[src/inc/mct_pkg.sv]
// Register map, field layout and sizing constants of the match/capture timer
package mct_pkg;

	localparam int unsigned DEF_CNT_W = 32;
	localparam int unsigned NARROW_CNT_W = 16;
	localparam int unsigned WB_DAT_W = 32;
	localparam int unsigned WB_ADR_W = 8;
	localparam int unsigned WB_SEL_W = 4;
	localparam int unsigned NUM_MATCH = 4;
	localparam int unsigned NUM_OUT = 2;

	localparam logic [7:0] ADR_CTRL = 8'h00;
	localparam logic [7:0] ADR_PRESCALE = 8'h04;
	localparam logic [7:0] ADR_PRESCALE_COUNT = 8'h08;
	localparam logic [7:0] ADR_COUNT = 8'h0C;
	localparam logic [7:0] ADR_MATCH0 = 8'h10;
	localparam logic [7:0] ADR_MATCH_CTRL = 8'h20;
	localparam logic [7:0] ADR_OUT_CTRL = 8'h24;
	localparam logic [7:0] ADR_CAPTURE = 8'h28;
	localparam logic [7:0] ADR_IRQ_STATUS = 8'h2C;
	localparam logic [7:0] ADR_IRQ_MASK = 8'h30;
	localparam logic [7:0] ADR_OUT_STATE = 8'h34;

	localparam int unsigned CTRL_RUN_BIT = 0;
	localparam int unsigned CTRL_CLEAR_BIT = 1;
	localparam int unsigned CTRL_PWM0_BIT = 2;
	localparam int unsigned CTRL_CAP_RISE_BIT = 4;
	localparam int unsigned CTRL_CAP_FALL_BIT = 5;
	localparam int unsigned CTRL_CAP_IRQ_BIT = 6;
	localparam int unsigned CTRL_W = 7;
	localparam logic [CTRL_W-1:0] CTRL_RESET = 7'h00;

	localparam int unsigned MC_IRQ_OFS = 0;
	localparam int unsigned MC_RESET_OFS = 1;
	localparam int unsigned MC_STOP_OFS = 2;
	localparam int unsigned MC_STRIDE = 3;
	localparam int unsigned MC_W = 12;
	localparam logic [MC_W-1:0] MC_RESET = 12'h000;

	localparam int unsigned OUT_ACT_W = 2;
	localparam int unsigned OUT_CTRL_W = 4;
	localparam logic [OUT_CTRL_W-1:0] OUT_CTRL_RESET = 4'h0;

	localparam int unsigned IRQ_CAP_BIT = 4;
	localparam int unsigned IRQ_W = 5;
	localparam logic [IRQ_W-1:0] IRQ_RESET = 5'h00;

	typedef enum logic [1:0] {
		ACT_NONE = 2'h0,
		ACT_LOW = 2'h1,
		ACT_HIGH = 2'h2,
		ACT_TOGGLE = 2'h3
	} mct_action_type;

endpackage

[src/inc/mct_if.sv]
// Links the timer core with its prescaler and capture units
`timescale 1ns/1ns
interface mct_if #(
	parameter int unsigned W = 32
);
	logic run;
	logic clear;
	logic [W-1:0] terminal;
	logic tick;
	logic [W-1:0] prescale_count;
	logic cap_rise_en;
	logic cap_fall_en;
	logic [W-1:0] count;
	logic cap_event;
	logic [W-1:0] cap_value;

	modport pre (
		input run,
		input clear,
		input terminal,
		output tick,
		output prescale_count
	);

	modport cap (
		input cap_rise_en,
		input cap_fall_en,
		input count,
		output cap_event,
		output cap_value
	);
endinterface

[src/mct_prescale.sv]
// Prescaler that divides the peripheral clock into count-enable pulses
`timescale 1ns/1ns
module mct_prescale #(
	parameter int unsigned W = 32
) (
	input wire logic i_clk,
	input wire logic i_reset_n,
	mct_if.pre bus
);
	logic [W-1:0] pc;

	assign bus.prescale_count = pc;

	always_ff @(posedge i_clk or negedge i_reset_n) begin
		if (!i_reset_n) begin
			pc <= '0;
			bus.tick <= 1'b0;
		end else if (bus.clear || !bus.run) begin
			pc <= '0;
			bus.tick <= 1'b0;
		end else if (pc == bus.terminal) begin
			pc <= '0;
			bus.tick <= 1'b1;
		end else begin
			pc <= pc + 1'b1;
			bus.tick <= 1'b0;
		end
	end
endmodule // mct_prescale

[src/mct_capture.sv]
// Capture pin synchroniser, edge detector and count latch
`timescale 1ns/1ns
module mct_capture #(
	parameter int unsigned W = 32
) (
	input wire logic i_clk,
	input wire logic i_reset_n,
	input wire logic i_capture,
	mct_if.cap bus
);
	logic sync1;
	logic sync2;
	logic last;
	logic rise;
	logic fall;

	always_ff @(posedge i_clk or negedge i_reset_n) begin
		if (!i_reset_n) begin
			sync1 <= 1'b0;
			sync2 <= 1'b0;
			last <= 1'b0;
		end else begin
			sync1 <= i_capture;
			sync2 <= sync1;
			last <= sync2;
		end
	end

	assign rise = sync2 & ~last;
	assign fall = ~sync2 & last;

	always_ff @(posedge i_clk or negedge i_reset_n) begin
		if (!i_reset_n) begin
			bus.cap_event <= 1'b0;
			bus.cap_value <= '0;
		end else begin
			bus.cap_event <= (rise & bus.cap_rise_en) | (fall & bus.cap_fall_en);
			if ((rise & bus.cap_rise_en) | (fall & bus.cap_fall_en)) begin
				bus.cap_value <= bus.count;
			end
		end
	end
endmodule // mct_capture

[src/mct_timer.sv]
// Match/capture counter-timer with Wishbone register slave
`timescale 1ns/1ns
module mct_timer import mct_pkg::*; #(
	parameter int unsigned CNT_W = DEF_CNT_W
) (
	input wire logic i_clk,
	input wire logic i_reset_n,
	input wire logic i_wb_cyc,
	input wire logic i_wb_stb,
	input wire logic i_wb_we,
	input wire logic [WB_ADR_W-1:0] i_wb_adr,
	input wire logic [WB_SEL_W-1:0] i_wb_sel,
	input wire logic [WB_DAT_W-1:0] i_wb_dat,
	output logic [WB_DAT_W-1:0] o_wb_dat,
	output logic o_wb_ack,
	input wire logic i_capture,
	output logic [NUM_OUT-1:0] o_match,
	output logic o_irq
);

	function automatic logic [WB_DAT_W-1:0] zext(input logic [CNT_W-1:0] v);
		logic [WB_DAT_W-1:0] r;
		r = '0;
		r[CNT_W-1:0] = v;
		return r;
	endfunction

	// Byte lanes not selected keep their old contents
	function automatic logic [WB_DAT_W-1:0] merge(input logic [WB_DAT_W-1:0] old,
		input logic [WB_DAT_W-1:0] data, input logic [WB_SEL_W-1:0] sel);
		logic [WB_DAT_W-1:0] r;
		r = old;
		for (int b = 0; b < WB_SEL_W; b++) begin
			if (sel[b]) begin
				r[b*8 +: 8] = data[b*8 +: 8];
			end
		end
		return r;
	endfunction

	logic [CTRL_W-1:0] ctrl;
	logic [CNT_W-1:0] prescale;
	logic [CNT_W-1:0] count;
	logic [CNT_W-1:0] match [NUM_MATCH];
	logic [MC_W-1:0] match_ctrl;
	logic [OUT_CTRL_W-1:0] out_ctrl;
	logic [IRQ_W-1:0] irq_status;
	logic [IRQ_W-1:0] irq_mask;
	logic [CNT_W-1:0] capture;

	logic req;
	logic wr;
	logic step;
	logic [NUM_MATCH-1:0] hit;
	logic [NUM_MATCH-1:0] hit_irq;
	logic any_reset;
	logic any_stop;
	logic [WB_DAT_W-1:0] next_rdata;
	logic [IRQ_W-1:0] next_irq_status;

	mct_if #(.W(CNT_W)) link ();

	assign link.run = ctrl[CTRL_RUN_BIT];
	assign link.clear = ctrl[CTRL_CLEAR_BIT];
	assign link.terminal = prescale;
	assign link.cap_rise_en = ctrl[CTRL_CAP_RISE_BIT];
	assign link.cap_fall_en = ctrl[CTRL_CAP_FALL_BIT];
	assign link.count = count;

	mct_prescale #(.W(CNT_W)) u_prescale (
		.i_clk(i_clk),
		.i_reset_n(i_reset_n),
		.bus(link)
	);

	mct_capture #(.W(CNT_W)) u_capture (
		.i_clk(i_clk),
		.i_reset_n(i_reset_n),
		.i_capture(i_capture),
		.bus(link)
	);

	// Classic Wishbone: one request, ack one cycle later
	assign req = i_wb_cyc & i_wb_stb & ~o_wb_ack;
	assign wr = req & i_wb_we;

	// Run may have been cleared by a stop while a tick was in flight
	assign step = link.tick & ctrl[CTRL_RUN_BIT] & ~ctrl[CTRL_CLEAR_BIT];

	always_comb begin
		for (int i = 0; i < NUM_MATCH; i++) begin
			hit[i] = step && (count == match[i]);
			hit_irq[i] = hit[i] & match_ctrl[i*MC_STRIDE + MC_IRQ_OFS];
		end
	end

	always_comb begin
		any_reset = 1'b0;
		any_stop = 1'b0;
		for (int i = 0; i < NUM_MATCH; i++) begin
			any_reset = any_reset | (hit[i] & match_ctrl[i*MC_STRIDE + MC_RESET_OFS]);
			any_stop = any_stop | (hit[i] & match_ctrl[i*MC_STRIDE + MC_STOP_OFS]);
		end
	end

	always_ff @(posedge i_clk or negedge i_reset_n) begin
		if (!i_reset_n) begin
			o_wb_ack <= 1'b0;
		end else begin
			o_wb_ack <= req;
		end
	end

	always_ff @(posedge i_clk or negedge i_reset_n) begin
		if (!i_reset_n) begin
			ctrl <= CTRL_RESET;
		end else begin
			if (wr && i_wb_adr == ADR_CTRL) begin
				ctrl <= CTRL_W'(merge(WB_DAT_W'(ctrl), i_wb_dat, i_wb_sel));
			end
			if (any_stop) begin
				ctrl[CTRL_RUN_BIT] <= 1'b0;
			end
		end
	end

	always_ff @(posedge i_clk or negedge i_reset_n) begin
		if (!i_reset_n) begin
			prescale <= '0;
		end else if (wr && i_wb_adr == ADR_PRESCALE) begin
			prescale <= CNT_W'(merge(zext(prescale), i_wb_dat, i_wb_sel));
		end
	end

	always_ff @(posedge i_clk or negedge i_reset_n) begin
		if (!i_reset_n) begin
			for (int i = 0; i < NUM_MATCH; i++) begin
				match[i] <= '0;
			end
		end else if (wr && i_wb_adr[7:4] == ADR_MATCH0[7:4]) begin
			match[i_wb_adr[3:2]] <= CNT_W'(merge(zext(match[i_wb_adr[3:2]]), i_wb_dat, i_wb_sel));
		end
	end

	always_ff @(posedge i_clk or negedge i_reset_n) begin
		if (!i_reset_n) begin
			match_ctrl <= MC_RESET;
			out_ctrl <= OUT_CTRL_RESET;
			irq_mask <= IRQ_RESET;
		end else if (wr) begin
			if (i_wb_adr == ADR_MATCH_CTRL) begin
				match_ctrl <= MC_W'(merge(WB_DAT_W'(match_ctrl), i_wb_dat, i_wb_sel));
			end
			if (i_wb_adr == ADR_OUT_CTRL) begin
				out_ctrl <= OUT_CTRL_W'(merge(WB_DAT_W'(out_ctrl), i_wb_dat, i_wb_sel));
			end
			if (i_wb_adr == ADR_IRQ_MASK) begin
				irq_mask <= IRQ_W'(merge(WB_DAT_W'(irq_mask), i_wb_dat, i_wb_sel));
			end
		end
	end

	// Software write beats both clear and counting in the same cycle
	always_ff @(posedge i_clk or negedge i_reset_n) begin
		if (!i_reset_n) begin
			count <= '0;
		end else if (wr && i_wb_adr == ADR_COUNT) begin
			count <= CNT_W'(merge(zext(count), i_wb_dat, i_wb_sel));
		end else if (ctrl[CTRL_CLEAR_BIT]) begin
			count <= '0;
		end else if (step) begin
			if (any_reset) begin
				count <= '0;
			end else begin
				count <= count + 1'b1;
			end
		end
	end

	always_ff @(posedge i_clk or negedge i_reset_n) begin
		if (!i_reset_n) begin
			capture <= '0;
		end else if (link.cap_event) begin
			capture <= link.cap_value;
		end
	end

	// Pulse-width mode compares every cycle, so a new match takes effect at once
	always_ff @(posedge i_clk or negedge i_reset_n) begin
		if (!i_reset_n) begin
			o_match <= '0;
		end else begin
			for (int i = 0; i < NUM_OUT; i++) begin
				if (ctrl[CTRL_PWM0_BIT + i]) begin
					o_match[i] <= (count >= match[i]);
				end else if (hit[i]) begin
					unique case (mct_action_type'(out_ctrl[i*OUT_ACT_W +: OUT_ACT_W]))
						ACT_NONE: o_match[i] <= o_match[i];
						ACT_LOW: o_match[i] <= 1'b0;
						ACT_HIGH: o_match[i] <= 1'b1;
						ACT_TOGGLE: o_match[i] <= ~o_match[i];
					endcase
				end
			end
		end
	end

	// A new event in the clearing cycle survives the write-one-to-clear
	always_comb begin
		next_irq_status = irq_status;
		if (wr && i_wb_adr == ADR_IRQ_STATUS) begin
			next_irq_status = irq_status & ~(IRQ_W'(i_wb_dat & {{8{i_wb_sel[3]}}, {8{i_wb_sel[2]}},
				{8{i_wb_sel[1]}}, {8{i_wb_sel[0]}}}));
		end
		next_irq_status[NUM_MATCH-1:0] = next_irq_status[NUM_MATCH-1:0] | hit_irq;
		if (link.cap_event && ctrl[CTRL_CAP_IRQ_BIT]) begin
			next_irq_status[IRQ_CAP_BIT] = 1'b1;
		end
	end

	always_ff @(posedge i_clk or negedge i_reset_n) begin
		if (!i_reset_n) begin
			irq_status <= IRQ_RESET;
			o_irq <= 1'b0;
		end else begin
			irq_status <= next_irq_status;
			o_irq <= |(next_irq_status & irq_mask);
		end
	end

	always_comb begin
		next_rdata = '0;
		if (i_wb_adr[7:4] == ADR_MATCH0[7:4]) begin
			next_rdata = zext(match[i_wb_adr[3:2]]);
		end else begin
			unique case (i_wb_adr)
				ADR_CTRL: next_rdata = WB_DAT_W'(ctrl);
				ADR_PRESCALE: next_rdata = zext(prescale);
				ADR_PRESCALE_COUNT: next_rdata = zext(link.prescale_count);
				ADR_COUNT: next_rdata = zext(count);
				ADR_MATCH_CTRL: next_rdata = WB_DAT_W'(match_ctrl);
				ADR_OUT_CTRL: next_rdata = WB_DAT_W'(out_ctrl);
				ADR_CAPTURE: next_rdata = zext(capture);
				ADR_IRQ_STATUS: next_rdata = WB_DAT_W'(irq_status);
				ADR_IRQ_MASK: next_rdata = WB_DAT_W'(irq_mask);
				ADR_OUT_STATE: next_rdata = WB_DAT_W'(o_match);
				default: next_rdata = '0;
			endcase
		end
	end

	always_ff @(posedge i_clk or negedge i_reset_n) begin
		if (!i_reset_n) begin
			o_wb_dat <= '0;
		end else if (req) begin
			o_wb_dat <= i_wb_we ? '0 : next_rdata;
		end
	end

endmodule // mct_timer

[config.mk]
export PLATFORM = sky130hd
export DESIGN_NAME = mct_timer
export DESIGN_NICKNAME = d
export VERILOG_FILES = /design/src/inc/mct_pkg.sv /design/src/inc/mct_if.sv /design/src/mct_prescale.sv /design/src/mct_capture.sv /design/src/mct_timer.sv
export SDC_FILE = /design/constraint.sdc
export NUM_CORES = 1
export LEC_CHECK = 0
export BUFFER_PORTS_ARGS = -buffer_cell sky130_fd_sc_hd__clkbuf_2
export CORE_MARGIN = 2
export CORE_UTILIZATION = 60
export CTS_CLUSTER_SIZE = 20
export DETAILED_ROUTE_END_ITERATION = 8
export PLACE_DENSITY = 0.83
export SYNTH_ARGS = -nofsm -noshare
export SYNTH_HDL_FRONTEND = slang
export SYNTH_SLANG_ARGS = --single-unit
[constraint.sdc]
create_clock -name i_clk -period 6.67 [get_ports i_clk]
set_input_delay 1.334 -clock i_clk [delete_from_list [all_inputs] [get_ports i_clk]]
set_output_delay 1.334 -clock i_clk [all_outputs]
set_load 0.02 [all_outputs]
==> reports/qor.csv <==
stage,metric,value,unit
run_status,run_status,completed,
floorplanning,start_util,0.612,
power_and_ir_drop,p_int,3.66,mW
global_route,antenna_found_initial,0,
floorplanning,die_x,184,µm
yosys,synthAdderAreaFrac,0.0424,
timing,final_max_slew_viol_count,0,
timing,worstMarginPinSlew,1.27,ns
floorplanning,io_pins,86,
timing,fin_skew,0.0154,ns
worst_hold_path,hold_end,u_capture.sync2,
floorplanning,coreArea,31800,µm²
placed_design,hpwl,40.6,mm
placed_design,portBuffers,85,
power_and_ir_drop,power_per_cell_area,226,nW/µm²
timing,slew_headroom,0.149,
power_and_ir_drop,p_switching,1.18,mW
yosys,synthMuxAreaShare,0.144,
yosys,post-synth-top-area-fraction,0.465,
clocking,path_clk_slew,0.06,ns
clocking,h-tree-depth,2,
worst_setup_path,max_stage_delay,0.90,ns
timing,hold_violations,0,
power_and_ir_drop,ir_drop,0.183,mV
yosys,netlist_area,19500,µm²
worst_hold_path,holdPathStages,0,
yosys,yosys.area_share.simple,0.127,
final_layout,layout.nets,2008,
clocking,cts_tree,yes,
clocking,clock-sinks,362,
global_route,grt_pass1_wl,88.9,mm
yosys,synth.most_common_cell,dfrtp_1,
yosys,syn_area_per_cell,10.4,µm²
yosys,synth_compound_area_frac,0.127,
yosys,syn_nets,1982,
yosys,yosysUniqueCellTypes,65,
floorplanning,rows,65,
routing,wl_per_cell,23.9,µm
power_and_ir_drop,design_power_total,4.84,mW
routing,drc_errors,0,
worst_setup_path,cp_cell_sequence,clkbuf_2 > buf_4 > or4_1 > nor4_4 > a21oi_2 > nor2_2 > nor2_1 > a221o_1,
yosys,synth-xor-area-share,0.0567,
worst_setup_path,r2r_slack,2.72,ns
worst_setup_path,startpoint_type,input pin,
worst_setup_path,critical_path_arrival,4.59,ns
global_route,gr-total-overflow,0,
worst_setup_path,reg2reg_depth,9,
worst_hold_path,min_from,u_capture.sync1,
timing,post-route-period-util,0.626,
clocking,cts_made_buffers,38,
worst_setup_path,critPathRequiredTime,7.09,ns
routing,postRouteAntennaNets,0,
timing,worst_hold_slack,0.346,ns
yosys,synth_top_area_cell,dfrtp_1,
yosys,synth.cells.most_frequent,"dfrtp_1, nor2_1, nand2_1, mux2_2, a21oi_1",
final_layout,syn_to_final_growth,10.2,%
timing,max_freq,0.240,GHz
final_layout,antenna_cells,0,
floorplanning,die_h,184,µm
clocking,clock_path_buffers,3,
routing,wl,56.2,mm
timing,min_period,4.17,ns
clocking,root_buffer,clkbuf_16,
flow_run,maxCapViolCount,0,
clocking,holdBufCountCts,0,
yosys,synth_area_leaders,"dfrtp_1, mux2_2, ha_1",
yosys,synthCells,1866,
power_and_ir_drop,combPwrFrac,0.077,
power_and_ir_drop,sw_frac_of_total,0.244,
clocking,cts_resized,0,
timing,rsz0062_at_grt,no,
final_layout,stdcell_area,21500,µm²
routing,vias,15443,
power_and_ir_drop,p_seq_frac,0.477,
yosys,ys_seq_area_frac,0.465,
final_layout,fillCellCount,2305,
yosys,async_flop_share,1.00,
worst_setup_path,reg2reg_from,count[22],
worst_hold_path,hold_path_class,register to register,
yosys,synth.yosys.warnings,0,
routing,avgViaCountPerCell,6.57,
worst_setup_path,worstSetupPathType,input pin to register,
final_layout,drive_gt1_frac,0.179,
global_route,grt_usage,0.342,
routing,dr.pass1.iters,6,
global_route,grt_max_degree,167,
placed_design,place_area,20200,µm²
timing,setup_viol,0,
yosys,synth-seq-cells,362,
power_and_ir_drop,leakage,10.0,nW
yosys,ys.flop_type,dfrtp_1,
clocking,cts_setup_buffers,0,
worst_setup_path,critPathSlowestCell,nor2_2,
yosys,synth_edf_count,0,
timing,fin_setup_tns,0,ns
worst_setup_path,reg2reg_to,count[10],
worst_setup_path,crit_fanout,38,
yosys,synth_top_family_by_area,multiplexers,
routing,drt_iter0_drc,2063,
placed_design,routabilityCongestion,1.01,
clocking,clk_latency,0.54,ns
power_and_ir_drop,clkPwrFrac,0.446,
worst_setup_path,end_kind,register,
floorplanning,dieArea,33900,µm²
global_route,first_global_vias,15424,
[worst max-delay path: cells and delay by family]
| family | cells | cell delay [ns] |
|---|---|---|
| AOI/OAI and AO/OA | 2 | 0.64 |
| buffers and inverters | 2 | 0.38 |
| and+or+nand+nor | 4 | 2.21 |
[sequential cells by signal (all words and copies together), names as in the netlist, 7 cells and up]
| signal | flops |
|---|---|
| u_prescale.bus.prescale_count | 32 |
| ctrl | 7 |
| match_ctrl | 12 |
| link.terminal | 32 |
| o_wb_dat | 32 |
| match | 128 |
| capture | 32 |
| u_capture.bus.cap_value | 32 |
| count | 32 |
[power groups by stage]
stage,Sequential [mW],Clock [mW],Combinational [mW]
finish,2.31,2.16,0.372
CTS,2.31,2.17,0.366
global route,2.32,2.27,0.404
detailed placement,2.35,0,0.363
global placement,2.34,0,0.351
floorplan,2.33,0,0.206
[metrics by stage]
stage	setup WS [ns]	instances	utilization
6_report	2.50	2352	0.675
5_1_grt	2.34	2352	0.675
3_5_place_dp	2.00	2287	0.635
2_1_floorplan	3.30	1866	-
3_3_place_gp	2.06	2287	0.635
4_1_cts	2.55	2352	0.675
[final cells by class]
class | count | area [µm²] | share of cell area
Tap cell | 435 | 544 | 0.0254
Multi-Input combinational cell | 1313 | 9710 | 0.452
Clock buffer | 52 | 1100 | 0.0515
Timing Repair Buffer | 108 | 621 | 0.0289
Sequential cell | 362 | 9060 | 0.422
Clock inverter | 13 | 171 | 0.00798
Inverter | 69 | 259 | 0.0121
[how the worst max path moves through the flow]
stage | start | end | slack [ns] | cells after the start
finish | i_wb_adr[5] | count[10] | 2.50 | 8
global route | i_wb_adr[2] | count[10] | 2.34 | 7
CTS | i_wb_adr[5] | count[8] | 2.55 | 8
detailed placement | i_wb_adr[5] | count[10] | 2.00 | 8
global placement | i_wb_adr[5] | count[8] | 2.06 | 8
floorplan | i_wb_adr[7] | count[3] | 3.30 | 10
[cells by family after synthesis]
family	count (synthesis)
flops	362
fa+ha+maj	66
simple gates	512
compound gates	385
mux	224
buf+inv	191
xor+xnor	126
[cells in the final DEF, fill, tap and decap left out, types with 32 or more instances in the layout]
cell,count
mux4_2,32
a22oi_1,44
a21oi_1,113
xor2_1,78
o21ai_0,91
dfrtp_1,362
mux2i_1,68
xnor2_1,48
ha_1,66
inv_1,69
clkbuf_2,84
nand2_1,138
clkbuf_16,39
nand3_1,33
nor2_1,168
nand4_1,39
a22o_1,35
mux2_2,123
[layer usage]
layer | up-vias | wire length (µm) | part of all wire | GRT usage
li1 | 6745 | - | - | -
met2 | 885 | 25100 | 0.45 | 0.520
met5 | - | 0 | 0 | 0
met4 | 0 | 2830 | 0.050 | 0.160
met1 | 7635 | 22400 | 0.40 | 0.476
met3 | 178 | 5890 | 0.10 | 0.0672
Note: power is estimated with default switching activity, not from simulation.
